### src/tpc_regs.vh
/*
  Constants for the two-point on-off controller: set-point encoding,
  hysteresis, span and reset off setting.
  Assumes temperatures are unsigned whole degrees in the active units.
*/
`ifndef TPC_REGS_VH
`define TPC_REGS_VH
`define TPC_TEMP_W 12
`define TPC_SPAN_MAX 12'h230
`define TPC_SPAN_MIN 12'h000
`define TPC_HYST 12'h001
`define TPC_SP_RESET_OFF 1'b1
`endif
### src/tpc_onoff_ctrl.v
/*
  Two-point on-off temperature controller: two hysteresis channels, each
  with its own set point, off setting, relay drive and above/below flags.
  Assumes the filtered temperature arrives with a one-cycle update strobe
  and that all inputs are synchronous to clk.
*/
`timescale 1ns/1ps
`include "tpc_regs.vh"
// Operation
// - Two independent channels, own set point, relay.
// - Energized relay drops at set point plus one.
// - Released relay energizes at set point minus one.
// - Two degree band; inside it state holds.
// - Powered and cool: relay held energized.
// - Energize only by active drive, low side.
// - Power loss or reset releases every relay.
// - Open external loop forces channel one over-temperature.
// - Set point spans instrument range plus off.
// - Step below minimum gives off; up restores minimum.
// - Below and above indicators per channel.
// - External source drives only channel one.
module tpc_onoff_ctrl #(
  parameter TW = `TPC_TEMP_W,
  parameter [TW-1:0] SPAN_MIN = `TPC_SPAN_MIN,
  parameter [TW-1:0] SPAN_MAX = `TPC_SPAN_MAX
) (
  input wire clk,
  input wire rst,
  input wire ce,
  input wire temp_update,
  input wire [TW-1:0] indicated_temp,
  input wire sel_second,
  input wire step_up,
  input wire step_down,
  input wire load_en,
  input wire load_off,
  input wire [TW-1:0] load_value,
  input wire ext_mode,
  input wire ext_valid,
  input wire ext_loop_open,
  input wire [TW-1:0] external_first_setpoint,
  output reg [TW-1:0] first_setpoint,
  output reg [TW-1:0] second_setpoint,
  output reg first_off,
  output reg second_off,
  output reg [1:0] relay_drive,
  output reg [1:0] below_ind,
  output reg [1:0] above_ind
);
  localparam [TW-1:0] HYST = `TPC_HYST;

  reg [TW-1:0] sp1_eff;
  reg off1_eff;
  reg force_over1;

  // Channel one follows the external source while that mode is chosen.
  always @* begin
    sp1_eff = first_setpoint;
    off1_eff = first_off;
    force_over1 = 1'b0;
    if (ext_mode) begin
      sp1_eff = external_first_setpoint;
      off1_eff = 1'b0;
      force_over1 = ext_loop_open;
    end
  end

  // Manual or serial set-point adjustment of the selected channel.
  reg [TW-1:0] sp1_nxt;
  reg [TW-1:0] sp2_nxt;
  reg off1_nxt;
  reg off2_nxt;
  wire [TW-1:0] load_clamped = (load_value > SPAN_MAX) ? SPAN_MAX : load_value;
  wire [TW-1:0] step_one = {{(TW-1){1'b0}}, 1'b1};
  wire step_dn_only = step_down && !step_up;
  wire step_up_only = step_up && !step_down;
  wire adj1 = !sel_second && !ext_mode;
  wire adj2 = sel_second;

  // A load outranks a step in the same cycle, so a serial command is never
  // nudged by a key that happens to be held at the same time.
  always @* begin
    sp1_nxt = first_setpoint;
    off1_nxt = first_off;
    if (adj1 && load_en) begin
      off1_nxt = load_off;
      if (!load_off)
        sp1_nxt = load_clamped;
    end else if (adj1 && step_dn_only) begin
      if (first_setpoint == SPAN_MIN)
        off1_nxt = 1'b1;
      else if (!first_off)
        sp1_nxt = first_setpoint - step_one;
    end else if (adj1 && step_up_only) begin
      if (first_off) begin
        off1_nxt = 1'b0;
        sp1_nxt = SPAN_MIN;
      end else if (first_setpoint < SPAN_MAX)
        sp1_nxt = first_setpoint + step_one;
    end
  end

  // Channel two has no external source and follows only local commands.
  always @* begin
    sp2_nxt = second_setpoint;
    off2_nxt = second_off;
    if (adj2 && load_en) begin
      off2_nxt = load_off;
      if (!load_off)
        sp2_nxt = load_clamped;
    end else if (adj2 && step_dn_only) begin
      if (second_setpoint == SPAN_MIN)
        off2_nxt = 1'b1;
      else if (!second_off)
        sp2_nxt = second_setpoint - step_one;
    end else if (adj2 && step_up_only) begin
      if (second_off) begin
        off2_nxt = 1'b0;
        sp2_nxt = SPAN_MIN;
      end else if (second_setpoint < SPAN_MAX)
        sp2_nxt = second_setpoint + step_one;
    end
  end

  // Both set points come up switched off, so no relay acts before setup unless external mode drives channel one.
  always @(posedge clk) begin
    if (rst) begin
      first_setpoint <= SPAN_MIN;
      second_setpoint <= SPAN_MIN;
      first_off <= `TPC_SP_RESET_OFF;
      second_off <= `TPC_SP_RESET_OFF;
    end else if (ce) begin
      first_setpoint <= sp1_nxt;
      second_setpoint <= sp2_nxt;
      first_off <= off1_nxt;
      second_off <= off2_nxt;
    end
  end

  // Thresholds are widened by one bit so set points at the span ends
  // do not wrap when the hysteresis is added to the set point or to the temperature.
  wire [TW:0] t_w = {1'b0, indicated_temp};
  wire [TW:0] hi1 = {1'b0, sp1_eff} + {1'b0, HYST};
  wire [TW:0] hi2 = {1'b0, second_setpoint} + {1'b0, HYST};
  wire [TW:0] lo1 = {1'b0, sp1_eff};
  wire [TW:0] lo2 = {1'b0, second_setpoint};
  wire [TW:0] t_plus = t_w + {1'b0, HYST};

  reg relay1_nxt;
  reg relay2_nxt;
  reg below1_nxt;
  reg below2_nxt;
  reg above1_nxt;
  reg above2_nxt;

  // Channel one. The open external loop outranks everything, then the
  // off setting, then the measurement, so a stale sample can never pull
  // a released relay back in.
  always @* begin
    relay1_nxt = relay_drive[0];
    below1_nxt = below_ind[0];
    above1_nxt = above_ind[0];
    if (force_over1) begin
      relay1_nxt = 1'b0;
      above1_nxt = 1'b1;
      below1_nxt = 1'b0;
    end else begin
      if (off1_eff)
        relay1_nxt = 1'b0;
      if (temp_update) begin
        below1_nxt = (t_w < lo1);
        above1_nxt = (t_w > lo1);
        if (!off1_eff) begin
          if (relay_drive[0] && t_w >= hi1)
            relay1_nxt = 1'b0;
          else if (!relay_drive[0] && t_plus <= lo1)
            relay1_nxt = 1'b1;
        end
      end
    end
  end

  // Channel two has the same band but no forced over-temperature.
  always @* begin
    relay2_nxt = relay_drive[1];
    below2_nxt = below_ind[1];
    above2_nxt = above_ind[1];
    if (second_off)
      relay2_nxt = 1'b0;
    if (temp_update) begin
      below2_nxt = (t_w < lo2);
      above2_nxt = (t_w > lo2);
      if (!second_off) begin
        if (relay_drive[1] && t_w >= hi2)
          relay2_nxt = 1'b0;
        else if (!relay_drive[1] && t_plus <= lo2)
          relay2_nxt = 1'b1;
      end
    end
  end

  // Relays start released; a channel energizes only once a measurement
  // shows it cool, so an unfiltered start-up value cannot pull a relay in.
  // A clock-enable low holds every output exactly where it stands.
  always @(posedge clk) begin
    if (rst) begin
      relay_drive <= 2'b00;
      below_ind <= 2'b00;
      above_ind <= 2'b00;
    end else if (ce) begin
      relay_drive <= {relay2_nxt, relay1_nxt};
      below_ind <= {below2_nxt, below1_nxt};
      above_ind <= {above2_nxt, above1_nxt};
    end
  end
endmodule // tpc_onoff_ctrl

### config.mk
export PLATFORM = sky130hd
export DESIGN_NAME = tpc_onoff_ctrl
export DESIGN_NICKNAME = d
export VERILOG_FILES = /design/src/tpc_onoff_ctrl.v
export VERILOG_INCLUDE_DIRS = /design/src
export SDC_FILE = /design/constraint.sdc
export NUM_CORES = 1
export LEC_CHECK = 0
export BUFFER_PORTS_ARGS = -buffer_cell sky130_fd_sc_hd__buf_2
export CAP_MARGIN = 30
export CELL_PAD_IN_SITES_DETAIL_PLACEMENT = 0
export CELL_PAD_IN_SITES_GLOBAL_PLACEMENT = 2
export CORE_UTILIZATION = 34
export DETAILED_ROUTE_END_ITERATION = 10
export GPL_ROUTABILITY_DRIVEN = 1
export PLACE_DENSITY_LB_ADDON = 0.2
export SLEW_MARGIN = 20
export SYNTH_ARGS = -nofsm -noshare
export SYNTH_HDL_FRONTEND = slang
export SYNTH_SLANG_ARGS = --single-unit
### constraint.sdc
create_clock -name clk -period 3.23 [get_ports clk]
set_input_delay 0.646 -clock clk [delete_from_list [all_inputs] [get_ports clk]]
set_output_delay 0.646 -clock clk [all_outputs]
set_load 0.02 [all_outputs]
# == Word-level counts from Yosys, hierarchy flattened ==
# Cells that the tools add are included.
# word_totals
wordCells,109
inputBits,48
out_inout_bits,32
register_bits,32
# op_classes
n_lt_le_gt_ge,11
mux,42
addsub,7
eq_ne,8
reduce_logical,32
# op_table
cell,n
$mux 12,17
$add 12x1->13 const B,3
$ge 12x13->1,2
$le 13x12->1,2
$mux 1,25
$add 12x1->12 const B,2
$gt 12x12->1,2
$logic_not 12->1,2
$lt 12x10->1 const B,2
$lt 12x12->1,2
$sub 12x1->12 const B,2
$logic_and 1x1->1,13
$gt 12x10->1 const B,1
$ne 3x3->1 const B,4
$reduce_and 6->1,2
$reduce_bool 4->1,2
$logic_not 1->1,6
$ne 3x2->1 const B,2
$reduce_and 3->1,2
$reduce_bool 3->1,2
$ne 2x2->1 const B,2
$reduce_and 2->1,2
$reduce_bool 2->1,1

# == Logic depth before layout (Yosys ltp) ==
# Gate-level depths: netlist of the first run.
# logic_depth
ltp_word,8
mapped_depth,14

# == Least setup slack after synthesis of the first run ==
# No wires, ideal clock.
# synth_timing
kind,input-to-reg
startpoint,in ext_mode
endpoint,reg relay_drive[0]
path_stages,12
setup_slack_ns,0.187
arrival_time_ns,2.957
path_buffers,1
path_cell_list,buf_6 -> mux2i_1 -> nor3_2 -> nand3_1 -> or4_1 -> xnor2_1 -> ha_1 -> a2111oi_0 -> o21ai_0 -> a21oi_1 -> a211oi_1 -> a211oi_1
# synth_via
elab_chain_cells,8
elab_cells_between_ends,14
classes_between,1 x add/sub; 2 x order compare; 9 x mux; 2 x reduce/logical
# synth_lines
item,line,source
from (decl),tpc_onoff_ctrl.v:38,"input wire ext_mode,"
$mux 12,tpc_onoff_ctrl.v:61,if (ext_mode) begin
$add 12x1->13 / $le 13x12->1 (equally long branches),"tpc_onoff_ctrl.v:143, tpc_onoff_ctrl.v:176",
$ge 12x13->1 / $logic_and 1x1->1 (equally long branches),"tpc_onoff_ctrl.v:174, tpc_onoff_ctrl.v:176",
$logic_and 1x1->1 / $mux 1 (equally long branches),"tpc_onoff_ctrl.v:174, tpc_onoff_ctrl.v:176",
$mux 1,tpc_onoff_ctrl.v:174,if (relay_drive[0] && t_w >= hi1)
$mux 1,tpc_onoff_ctrl.v:173,if (!off1_eff) begin
$mux 1,tpc_onoff_ctrl.v:170,if (temp_update) begin
$mux 1 *,tpc_onoff_ctrl.v:163,if (force_over1) begin
to (signal assigned),tpc_onoff_ctrl.v:211,"relay_drive <= {relay2_nxt, relay1_nxt};"
to (decl),tpc_onoff_ctrl.v:46,"output reg [1:0] relay_drive,"
# Every way passes the cells marked *; elsewhere a longest branch is shown, timed or not.
# A chain may end at the register's enable or synchronous reset.

# == Worst setup path after layout of the first run ==
# layout_timing
startpoint,in indicated_temp[1]
endpoint,reg relay_drive[1]
# layout_via
elab_chain_cells,7
elab_cells_between_ends,9
classes_between,1 x add/sub; 2 x order compare; 4 x mux; 2 x reduce/logical
# layout_lines
item,line,source
from (decl),tpc_onoff_ctrl.v:31,"input wire [TW-1:0] indicated_temp,"
$add 12x1->13,tpc_onoff_ctrl.v:147,"wire [TW:0] t_plus = t_w + {1'b0, HYST};"
$le 13x12->1,tpc_onoff_ctrl.v:196,else if (!relay_drive[1] && t_plus <= lo2)
$logic_and 1x1->1,tpc_onoff_ctrl.v:196,
$mux 1,tpc_onoff_ctrl.v:196,
$mux 1 *,tpc_onoff_ctrl.v:194,if (relay_drive[1] && t_w >= hi2)
$mux 1 *,tpc_onoff_ctrl.v:193,if (!second_off) begin
$mux 1 *,tpc_onoff_ctrl.v:190,if (temp_update) begin
# Marks and branches as above.

==> flow_summary.json, run 1 <==
{
  "status": "complete, no violations",
  "mappedNetlistArea_um2": 4950,
  "dpl-instance-area_um2": 5720,
  "grt_max_degree": 24,
  "timing.rr.start": "first_setpoint[5]",
  "power_density_nw_per_um2": 281,
  "mostFrequentLayoutCell": "ha_1",
  "synth_fp_nets": 770,
  "fin_util": 0.421,
  "use_met2": 0.403,
  "postSynthCellCount": 642,
  "whs_path_depth": 2,
  "leakage_nw": 2.56,
  "path_delay_family": "compound AO/OA/AOI/OAI gates",
  "yosysUniqueCellTypes": 67,
  "syn_avg_cell_area_um2": 7.72,
  "cts_tree": "done",
  "synthArstFlopShare": 0,
  "ys_warn_count": 0,
  "clk_path_buf_depth": 2,
  "cp_num_buf_inv": 1,
  "hpwl_mm": 14.6,
  "grt_usage": 0.253,
  "num_rows": 43,
  "grt_pass1_vias": 5174,
  "initial_core_util": 0.353,
  "top_level_ports": 80,
  "max_stage_delay_ns": 0.31,
  "seq_area_frac_synth": 0.129,
  "start_kind": "primary input",
  "layout.nets": 866,
  "min_to": "below_ind[0]",
  "drtPass1Iterations": 5,
  "die_y_um": 123,
  "max_slew_margin": 0.420,
  "slew_violations": 0,
  "r2r_slack_ns": 0.39,
  "cap_violations": 0,
  "cts_num_sinks": 32,
  "peakVddDrop_v": 0.000237,
  "clk_pin_slew_ns": 0.06,
  "cts-buffers-inserted": 5,
  "portBuffers": 78,
  "cts_resized": 0,
  "finalPower_mw": 1.66,
  "arrival_ns": 3.22,
  "hold_viol": 0,
  "finalCriticalPeriod_ns": 2.99,
  "crit_path_end_kind": "register",
  "route.vias.total": 5362,
  "busiest_layer": "met2",
  "antenna_left": 0,
  "design_area_um2": 5910,
  "die_w_um": 123,
  "path_cells": "buf_2 > ha_1 > nand3_1 > nor2_1 > nand3_1 > xnor2_1 > ha_1 > a21o_1 > a21oi_1 > nor3b_1 > o31ai_1 > a21boi_0 > o221a_2",
  "met3_usage": 0.0372,
  "drive_gt1_frac": 0.203,
  "synthFlopType": "dfxtp_1",
  "coreArea_um2": 14000,
  "detail_route.vias_per_cell": 5.83,
  "most-common-layout-cells": "80 x ha_1, 77 x buf_2, 55 x nor2_1",
  "die_area_um2": 15100,
  "grt_pass1_wl_mm": 29.0,
  "ys_ff_latch": 32,
  "hold_path.class": "register to register",
  "reg2reg_to": "relay_drive[0]",
  "path_class": "primary input to register",
  "place_congestion": 0.874,
  "fin_ws_ns": 0.242,
  "rsz0062_at_grt": "no",
  "n_antenna_cell": 0,
  "area_growth_pct": 19.2,
  "clock-root-buffer": "clkbuf_16",
  "period_share": 0.925,
  "cts_setup_buffers": 0,
  "clock_latency_ns": 0.28,
  "hold_start": "below_ind[0]",
  "worstPathMaxFanout": 4,
  "grtUsageMet1": 0.354,
  "totalWireLength_mm": 18.3,
  "setup_viol": 0,
  "drtIter0Drc": 327,
  "fin_skew_ns": 0.00441,
  "ctsHoldBuffers": 0,
  "gr-total-overflow": 0,
  "slowest_stage": "a21boi_0",
  "rr_worst_depth": 11,
  "synth_top_cell_by_area": "ha_1",
  "htreeDepth": 2,
  "drc_errors": 0,
  "wl_per_cell_um": 19.9,
  "required_ns": 3.46,
  "synth_edf_count": 0,
  "synth_area_leaders": "ha_1 20%, dfxtp_1 13%, xnor2_1 6.4%, nor2_1 4.2%, nand3_1 4.0%",
  "pre_cts_slack_ns": -0.102,
  "worst_pin_slew_ns": 0.870,
  "max_freq_ghz": 0.335,
  "antenna_found_initial": 0,
  "yosysTopAreaCellShare": 0.202
}
[synthesized netlist by cell type (all sizes together), types with 3 or more instances]
cell / number
nor2b: 5
ha: 80
nand4: 13
nor4: 8
a31oi: 11
nand2: 46
a221oi: 4
clkbuf: 18
o21ai: 35
o31ai: 6
nor4b: 3
or3: 3
and4: 6
a22oi: 4
nor3: 15
buf: 18
a211o: 3
nor2: 55
o22ai: 8
and3: 10
o311ai: 6
inv: 27
o2111ai: 4
o21a: 8
nor3b: 3
nand2b: 9
xor2: 13
o221ai: 3
dfxtp: 32
o32ai: 3
a21oi: 35
xnor2: 36
a211oi: 15
o211ai: 4
mux2i: 16
a21o: 13
nand3: 40
[power by group]
group | internal [mW] | total (mW) | switching (mW)
Clock | 0.407 | 0.615 | 0.208
Combinational | 0.258 | 0.614 | 0.356
Sequential | 0.408 | 0.427 | 0.0189
Total | 1.07 | 1.66 | 0.584
[cell families after synthesis]
logic type      share of synthesized area
flops                               0.129
compound gates                      0.240
simple gates                        0.246
buf+inv                            0.0611
xor+xnor                           0.0866
fa+ha+maj                           0.202
mux                                0.0346
[per-layer routing]
layer,routed length (um),up-vias,share of wire
met5,0,-,0
met4,293,0,0.016
met3,974,27,0.053
met2,8470,174,0.46
met1,8590,2550,0.47
li1,-,2611,-
[sequential cells by signal, indices dropped and copies added, names as in the netlist]
name and cells:
above_ind 2, below_ind 2, first_off 1, first_setpoint 12, relay_drive 2, second_off 1
second_setpoint 12
[worst reg2reg max path, stage by stage, from the launching register on]
cell       delay [ns]
dfxtp_1          0.56
nand2_1          0.20
o21ai_0          0.33
nand4_1          0.18
nor2_1           0.14
xor2_1           0.17
ha_1             0.26
a2111oi_0        0.35
o21ai_0          0.15
a21oi_1          0.14
a211oi_1         0.11
a211oi_1         0.17
[per-stage QoR]
stage | cells | hold slack, ns | TNS, ns
after floorplan | 642 | 0.533 | 0
after global placement | 911 | 0.445 | -0.0939
after detailed placement | 911 | 0.467 | -0.102
after CTS | 919 | 0.475 | 0
after global routing | 919 | 0.490 | 0
final | 919 | 0.468 | 0
[final cells by class]
type,count,area (um2)
clock inverters,1,30.0
clock buffers,7,153
well taps,180,225
flip-flops and latches,32,641
multi-input cells,547,4010
fillers,1467,8140
repair buffers,125,746
inverters,27,101
[how the worst max path moves through the flow]
stage                           endpoint         startpoint  slack [ns]  cells past startpoint
after floorplan           relay_drive[0]           ext_mode        0.19                     12
after global placement    relay_drive[0]           ext_mode       -0.09                     12
after detailed placement  relay_drive[0]           ext_mode       -0.10                     12
after CTS                 relay_drive[0]           ext_mode        0.18                     12
after global routing      relay_drive[0]           ext_mode        0.04                     12
final                     relay_drive[1]  indicated_temp[1]        0.24                     13
(Power assumes the default switching activity.)
==> run 2, diff against run 1 <==
--- a/config.mk
+++ b/config.mk
@@ -8,11 +8,12 @@
 export LEC_CHECK = 0
 export BUFFER_PORTS_ARGS = -buffer_cell sky130_fd_sc_hd__buf_2
 export CAP_MARGIN = 30
-export CELL_PAD_IN_SITES_DETAIL_PLACEMENT = 0
+export CELL_PAD_IN_SITES_DETAIL_PLACEMENT = 1
 export CELL_PAD_IN_SITES_GLOBAL_PLACEMENT = 2
 export CORE_UTILIZATION = 34
 export DETAILED_ROUTE_END_ITERATION = 10
 export GPL_ROUTABILITY_DRIVEN = 1
+export HOLD_SLACK_MARGIN = 0.05
 export PLACE_DENSITY_LB_ADDON = 0.2
 export SLEW_MARGIN = 20
 export SYNTH_ARGS = -nofsm -noshare
==> flow_summary.json, run 2 (synthesis gave the netlist of run 1 again) <==
{
  "fin_util": 0.419,
  "hold_path.class": "register to register",
  "peakVddDrop_v": 0.000195,
  "cts_num_sinks": 32,
  "layout.nets": 866,
  "power_density_nw_per_um2": 267,
  "leakage_nw": 2.54,
  "die_y_um": 123,
  "clock_latency_ns": 0.28,
  "antenna_found_initial": 0,
  "slew_violations": 0,
  "highest-signal-layer": "met4",
  "path_cells": "buf_2 > ha_1 > nand3_1 > nor2_1 > nand3_1 > xnor2_1 > ha_1 > a21o_1 > a21oi_1 > nor3b_1 > o31ai_1 > a21boi_0 > o221a_2",
  "die_w_um": 123,
  "regArea_um2": 641,
  "detail_route.vias_per_cell": 5.98,
  "drive_gt1_frac": 0.202,
  "worst_pin_slew_ns": 0.907,
  "placed_cells": 911,
  "clk_path_buf_depth": 2,
  "max_slew_margin": 0.395,
  "grt_usage": 0.267,
  "drtIter0Drc": 371,
  "finalNonFillerCells": 919,
  "path_class": "primary input to register",
  "top_level_ports": 80,
  "most-common-layout-cells": "80 x ha_1, 77 x buf_2, 55 x nor2_1",
  "area_growth_pct": 18.6,
  "finalCriticalPeriod_ns": 3.01,
  "n_antenna_cell": 0,
  "multi_input_area_um2": 4020,
  "place_congestion": 0.874,
  "pre_cts_slack_ns": -0.157,
  "num_rows": 43,
  "finalSetupTns_ns": 0,
  "drc_errors": 0,
  "initial_core_util": 0.353,
  "rsz0062_at_grt": "no",
  "antenna_left": 0,
  "gr-total-overflow": 0,
  "dr_wl_met3_um": 881,
  "max_freq_ghz": 0.332,
  "drtPass1Iterations": 4,
  "clk_pin_slew_ns": 0.06,
  "grt_pass1_vias": 5611,
  "wl_per_cell_um": 21.3,
  "required_ns": 3.46,
  "reg_top3": "first_setpoint (12), second_setpoint (12)",
  "htreeDepth": 2,
  "cts_tree": "done",
  "fin_skew_ns": 0.00424,
  "m1WireLength_mm": 9.10,
  "crit_path_end_kind": "register",
  "cp_num_buf_inv": 1,
  "hpwl_mm": 15.7,
  "clock-root-buffer": "clkbuf_16",
  "totalWireLength_mm": 19.6,
  "slowest_stage": "a21boi_0",
  "start_kind": "primary input",
  "mostFrequentLayoutCell": "ha_1",
  "coreArea_um2": 14000,
  "arrival_ns": 3.24,
  "cts-buffers-inserted": 5,
  "worstPathMaxFanout": 4,
  "route.vias.total": 5493,
  "die_area_um2": 15100,
  "fin_ws_ns": 0.216,
  "setup_viol": 0,
  "hold_viol": 0,
  "portBuffers": 78,
  "grt_max_degree": 24,
  "cap_violations": 0,
  "path_delay_family": "compound AO/OA/AOI/OAI gates",
  "grt_pass1_wl_mm": 30.7,
  "max_stage_delay_ns": 0.35,
  "period_share": 0.933,
  "num-fill-cells": 1754,
  "dr_wl_met2_mm": 9.23,
  "status": "complete, no violations"
}
==> run 2: cell types whose count changed in the layout (fill, tap and decap cells not counted) <==
cell       change
o21ai_0        -1
a2111oi_2      +1
bufinv_16      -1
a2111oi_0      -1
clkbuf_8       -1
clkbuf_1       +2
o21ai_1        +1
==> run 2: final cells by class <==
class / instances / area share
Clock buffer: 8 / 0.0249
Sequential cell: 32 / 0.109
Timing Repair Buffer: 125 / 0.127
Inverter: 27 / 0.0172
Multi-Input combinational cell: 547 / 0.684
Tap cell: 180 / 0.0383
==> run 2: worst reg2reg max path, cell delays in order (launching register included) <==
cell,delay [ns]
dfxtp_1,0.55
nand2_1,0.20
o21ai_0,0.33
nand4_1,0.18
nor2_1,0.14
xor2_1,0.18
ha_1,0.28
a2111oi_2,0.31
o21ai_1,0.11
a21oi_1,0.15
a211oi_1,0.10
a211oi_1,0.16
==> run 2: where the power goes <==
part / internal [mW] / switching, mW
Sequential: 0.408 / 0.0199
Combinational: 0.262 / 0.371
Clock: 0.308 / 0.197
==> run 2: metal layers <==
metal	global-route usage	vias to the layer above
met5	0	-
met4	0.0678	0
met3	0.0307	25
met2	0.447	140
met1	0.362	2720
li1	-	2608
==> run 2: stage by stage <==
step	area, um2	total power [mW]	hold WS (ns)
finish	5880	1.57	0.463
detailed placement	5720	1.06	0.464
floorplan	4950	0.826	0.533
global route	5880	1.66	0.491
global placement	5720	1.03	0.445
CTS	5870	1.57	0.472
==> run 2: final timing paths <==
| path | from | to | cells after the start | slack [ns] |
|---|---|---|---|---|
| worst max-delay path | indicated_temp[1] | relay_drive[1] | 13 | 0.22 |
| worst min-delay path | below_ind[0] | below_ind[0] | 2 | 0.46 |
| worst max register to register | first_setpoint[5] | relay_drive[0] | 11 | 0.46 |
| worst min register to register | below_ind[0] | below_ind[0] | 2 | 0.46 |
==> run 2: what timing repair did <==
action | in CTS | in global routing
gates resized for setup | 0 | 4
hold buffers | 0 | 0
setup buffers | 0 | 0
setup endpoints to repair | 0 | 1
==> run 3, diff against run 2 <==
--- a/config.mk
+++ b/config.mk
@@ -10,11 +10,14 @@
 export CAP_MARGIN = 30
 export CELL_PAD_IN_SITES_DETAIL_PLACEMENT = 1
 export CELL_PAD_IN_SITES_GLOBAL_PLACEMENT = 2
+export CORE_MARGIN = 4
 export CORE_UTILIZATION = 34
+export CTS_CLUSTER_DIAMETER = 100
 export DETAILED_ROUTE_END_ITERATION = 10
 export GPL_ROUTABILITY_DRIVEN = 1
 export HOLD_SLACK_MARGIN = 0.05
 export PLACE_DENSITY_LB_ADDON = 0.2
+export REMOVE_ABC_BUFFERS = 1
 export SLEW_MARGIN = 20
 export SYNTH_ARGS = -nofsm -noshare
 export SYNTH_HDL_FRONTEND = slang
==> flow_summary.json, run 3 (synthesis gave the netlist of run 1 again) <==
{
  "wl_per_cell_um": 21.3,
  "route.vias.total": 5464,
  "clk_pin_slew_ns": 0.06,
  "timing.rr.start": "first_setpoint[5]",
  "die_y_um": 129,
  "cap_violations": 0,
  "finalCriticalPeriod_ns": 3.01,
  "drtIter0Drc": 349,
  "n_antenna_cell": 0,
  "status": "complete, no violations",
  "slowest_stage": "or4_1",
  "slew_violations": 0,
  "layout.nets": 869,
  "initial_core_util": 0.352,
  "grt_pass1_vias": 5654,
  "detail_route.vias_per_cell": 5.93,
  "peakVddDrop_v": 0.000201,
  "worst_pin_slew_ns": 0.711,
  "cts-buffers-inserted": 5,
  "cts_num_sinks": 32,
  "cts_tree": "done",
  "grt_usage": 0.240,
  "max_stage_delay_ns": 0.50,
  "cp_num_buf_inv": 1,
  "mostFrequentLayoutCell": "ha_1",
  "hold_start": "below_ind[0]",
  "most-common-layout-cells": "80 x ha_1, 77 x buf_2, 55 x nor2_1",
  "antenna_found_initial": 0,
  "die_area_um2": 16600,
  "fin_skew_ns": 0.00340,
  "crit_path_end_kind": "register",
  "drive_gt1_frac": 0.206,
  "place_congestion": 0.898,
  "reg_top3": "first_setpoint (12), second_setpoint (12)",
  "die_w_um": 129,
  "setup_viol": 0,
  "path_delay_family": "compound AO/OA/AOI/OAI gates",
  "max_slew_margin": 0.526,
  "htreeDepth": 2,
  "num-fill-cells": 1779,
  "clock-root-buffer": "clkbuf_16",
  "finalPower_mw": 1.68,
  "whs_ns": 0.460,
  "rsz0062_at_grt": "no",
  "max_freq_ghz": 0.332,
  "leakage_nw": 2.58,
  "area_growth_pct": 19.7,
  "grt_pass1_wl_mm": 31.4,
  "period_share": 0.933,
  "path_class": "primary input to register",
  "hpwl_mm": 15.9,
  "start_kind": "primary input",
  "hold_path.class": "register to register",
  "required_ns": 3.43,
  "portBuffers": 78,
  "clk_path_buf_depth": 2,
  "top_level_ports": 80,
  "hold_viol": 0,
  "crit_top_cell": "a211oi_1",
  "num_rows": 43,
  "power_density_nw_per_um2": 283,
  "coreArea_um2": 14100,
  "gr-total-overflow": 0,
  "path_cells": "clkbuf_4 > mux2i_1 > nor3_2 > nand3_1 > or4_1 > xnor2_1 > ha_1 > a2111oi_1 > o21ai_0 > a21oi_1 > a211oi_1 > a211oi_1",
  "totalWireLength_mm": 19.6,
  "clock_latency_ns": 0.29,
  "startpoint": "ext_mode",
  "drc_errors": 0,
  "grt_max_degree": 25,
  "antenna_left": 0,
  "worstPathMaxFanout": 12,
  "drtPass1Iterations": 5,
  "arrival_ns": 3.22
}
-- run 3: power breakdown --
group | internal (mW) | leakage [nW] | switching, mW
Combinational | 0.259 | 2.23 | 0.370
Clock | 0.408 | 0.0901 | 0.219
Sequential | 0.408 | 0.260 | 0.0177
-- run 3: tightest hold or removal path, stage by stage (launching register included) --
cell	delay (ns)
dfxtp_1	0.31
nand2_1	0.05
a21oi_1	0.05
-- run 3: final timing paths --
kind	end	cells past startpoint	slack, ns
max	relay_drive[0]	12	0.22
min	below_ind[0]	2	0.46
max reg2reg	relay_drive[0]	11	0.43
min reg2reg	below_ind[0]	2	0.46
-- run 3: timing repair --
item,in CTS,in global routing
endpoints found under the hold margin,0,0
gates resized for setup,0,4
hold buffers,0,0
setup endpoints to repair,0,2
setup buffers,0,0
-- run 3: stage by stage --
stage / setup TNS (ns) / std cells / util / instance area (um2) / setup slack (ns)
finish: 0 / 922 / 0.421 / 5930 / 0.217
global route: 0 / 922 / 0.421 / 5930 / 0.0169
CTS: 0 / 922 / 0.420 / 5930 / 0.133
detailed placement: -0.232 / 914 / 0.408 / 5740 / -0.167
global placement: -0.0960 / 914 / 0.408 / 5740 / -0.0960
floorplan: 0 / 606 / - / 4750 / 0.179
-- run 3: area by class of cell --
class,instances,area (um2),share of cell area
clock buffers,7,153,0.0257
clock inverters,1,30.0,0.00506
inverters,27,101,0.0171
multi-input cells,547,4010,0.677
flip-flops and latches,32,641,0.108
well taps,180,225,0.0380
repair buffers,128,768,0.130
-- run 3: per-layer routing --
layer | part of all wire | GRT usage
met3 | 0.040 | 0.0270
met5 | 0 | 0
met1 | 0.47 | 0.329
met4 | 0.029 | 0.0797
met2 | 0.47 | 0.392
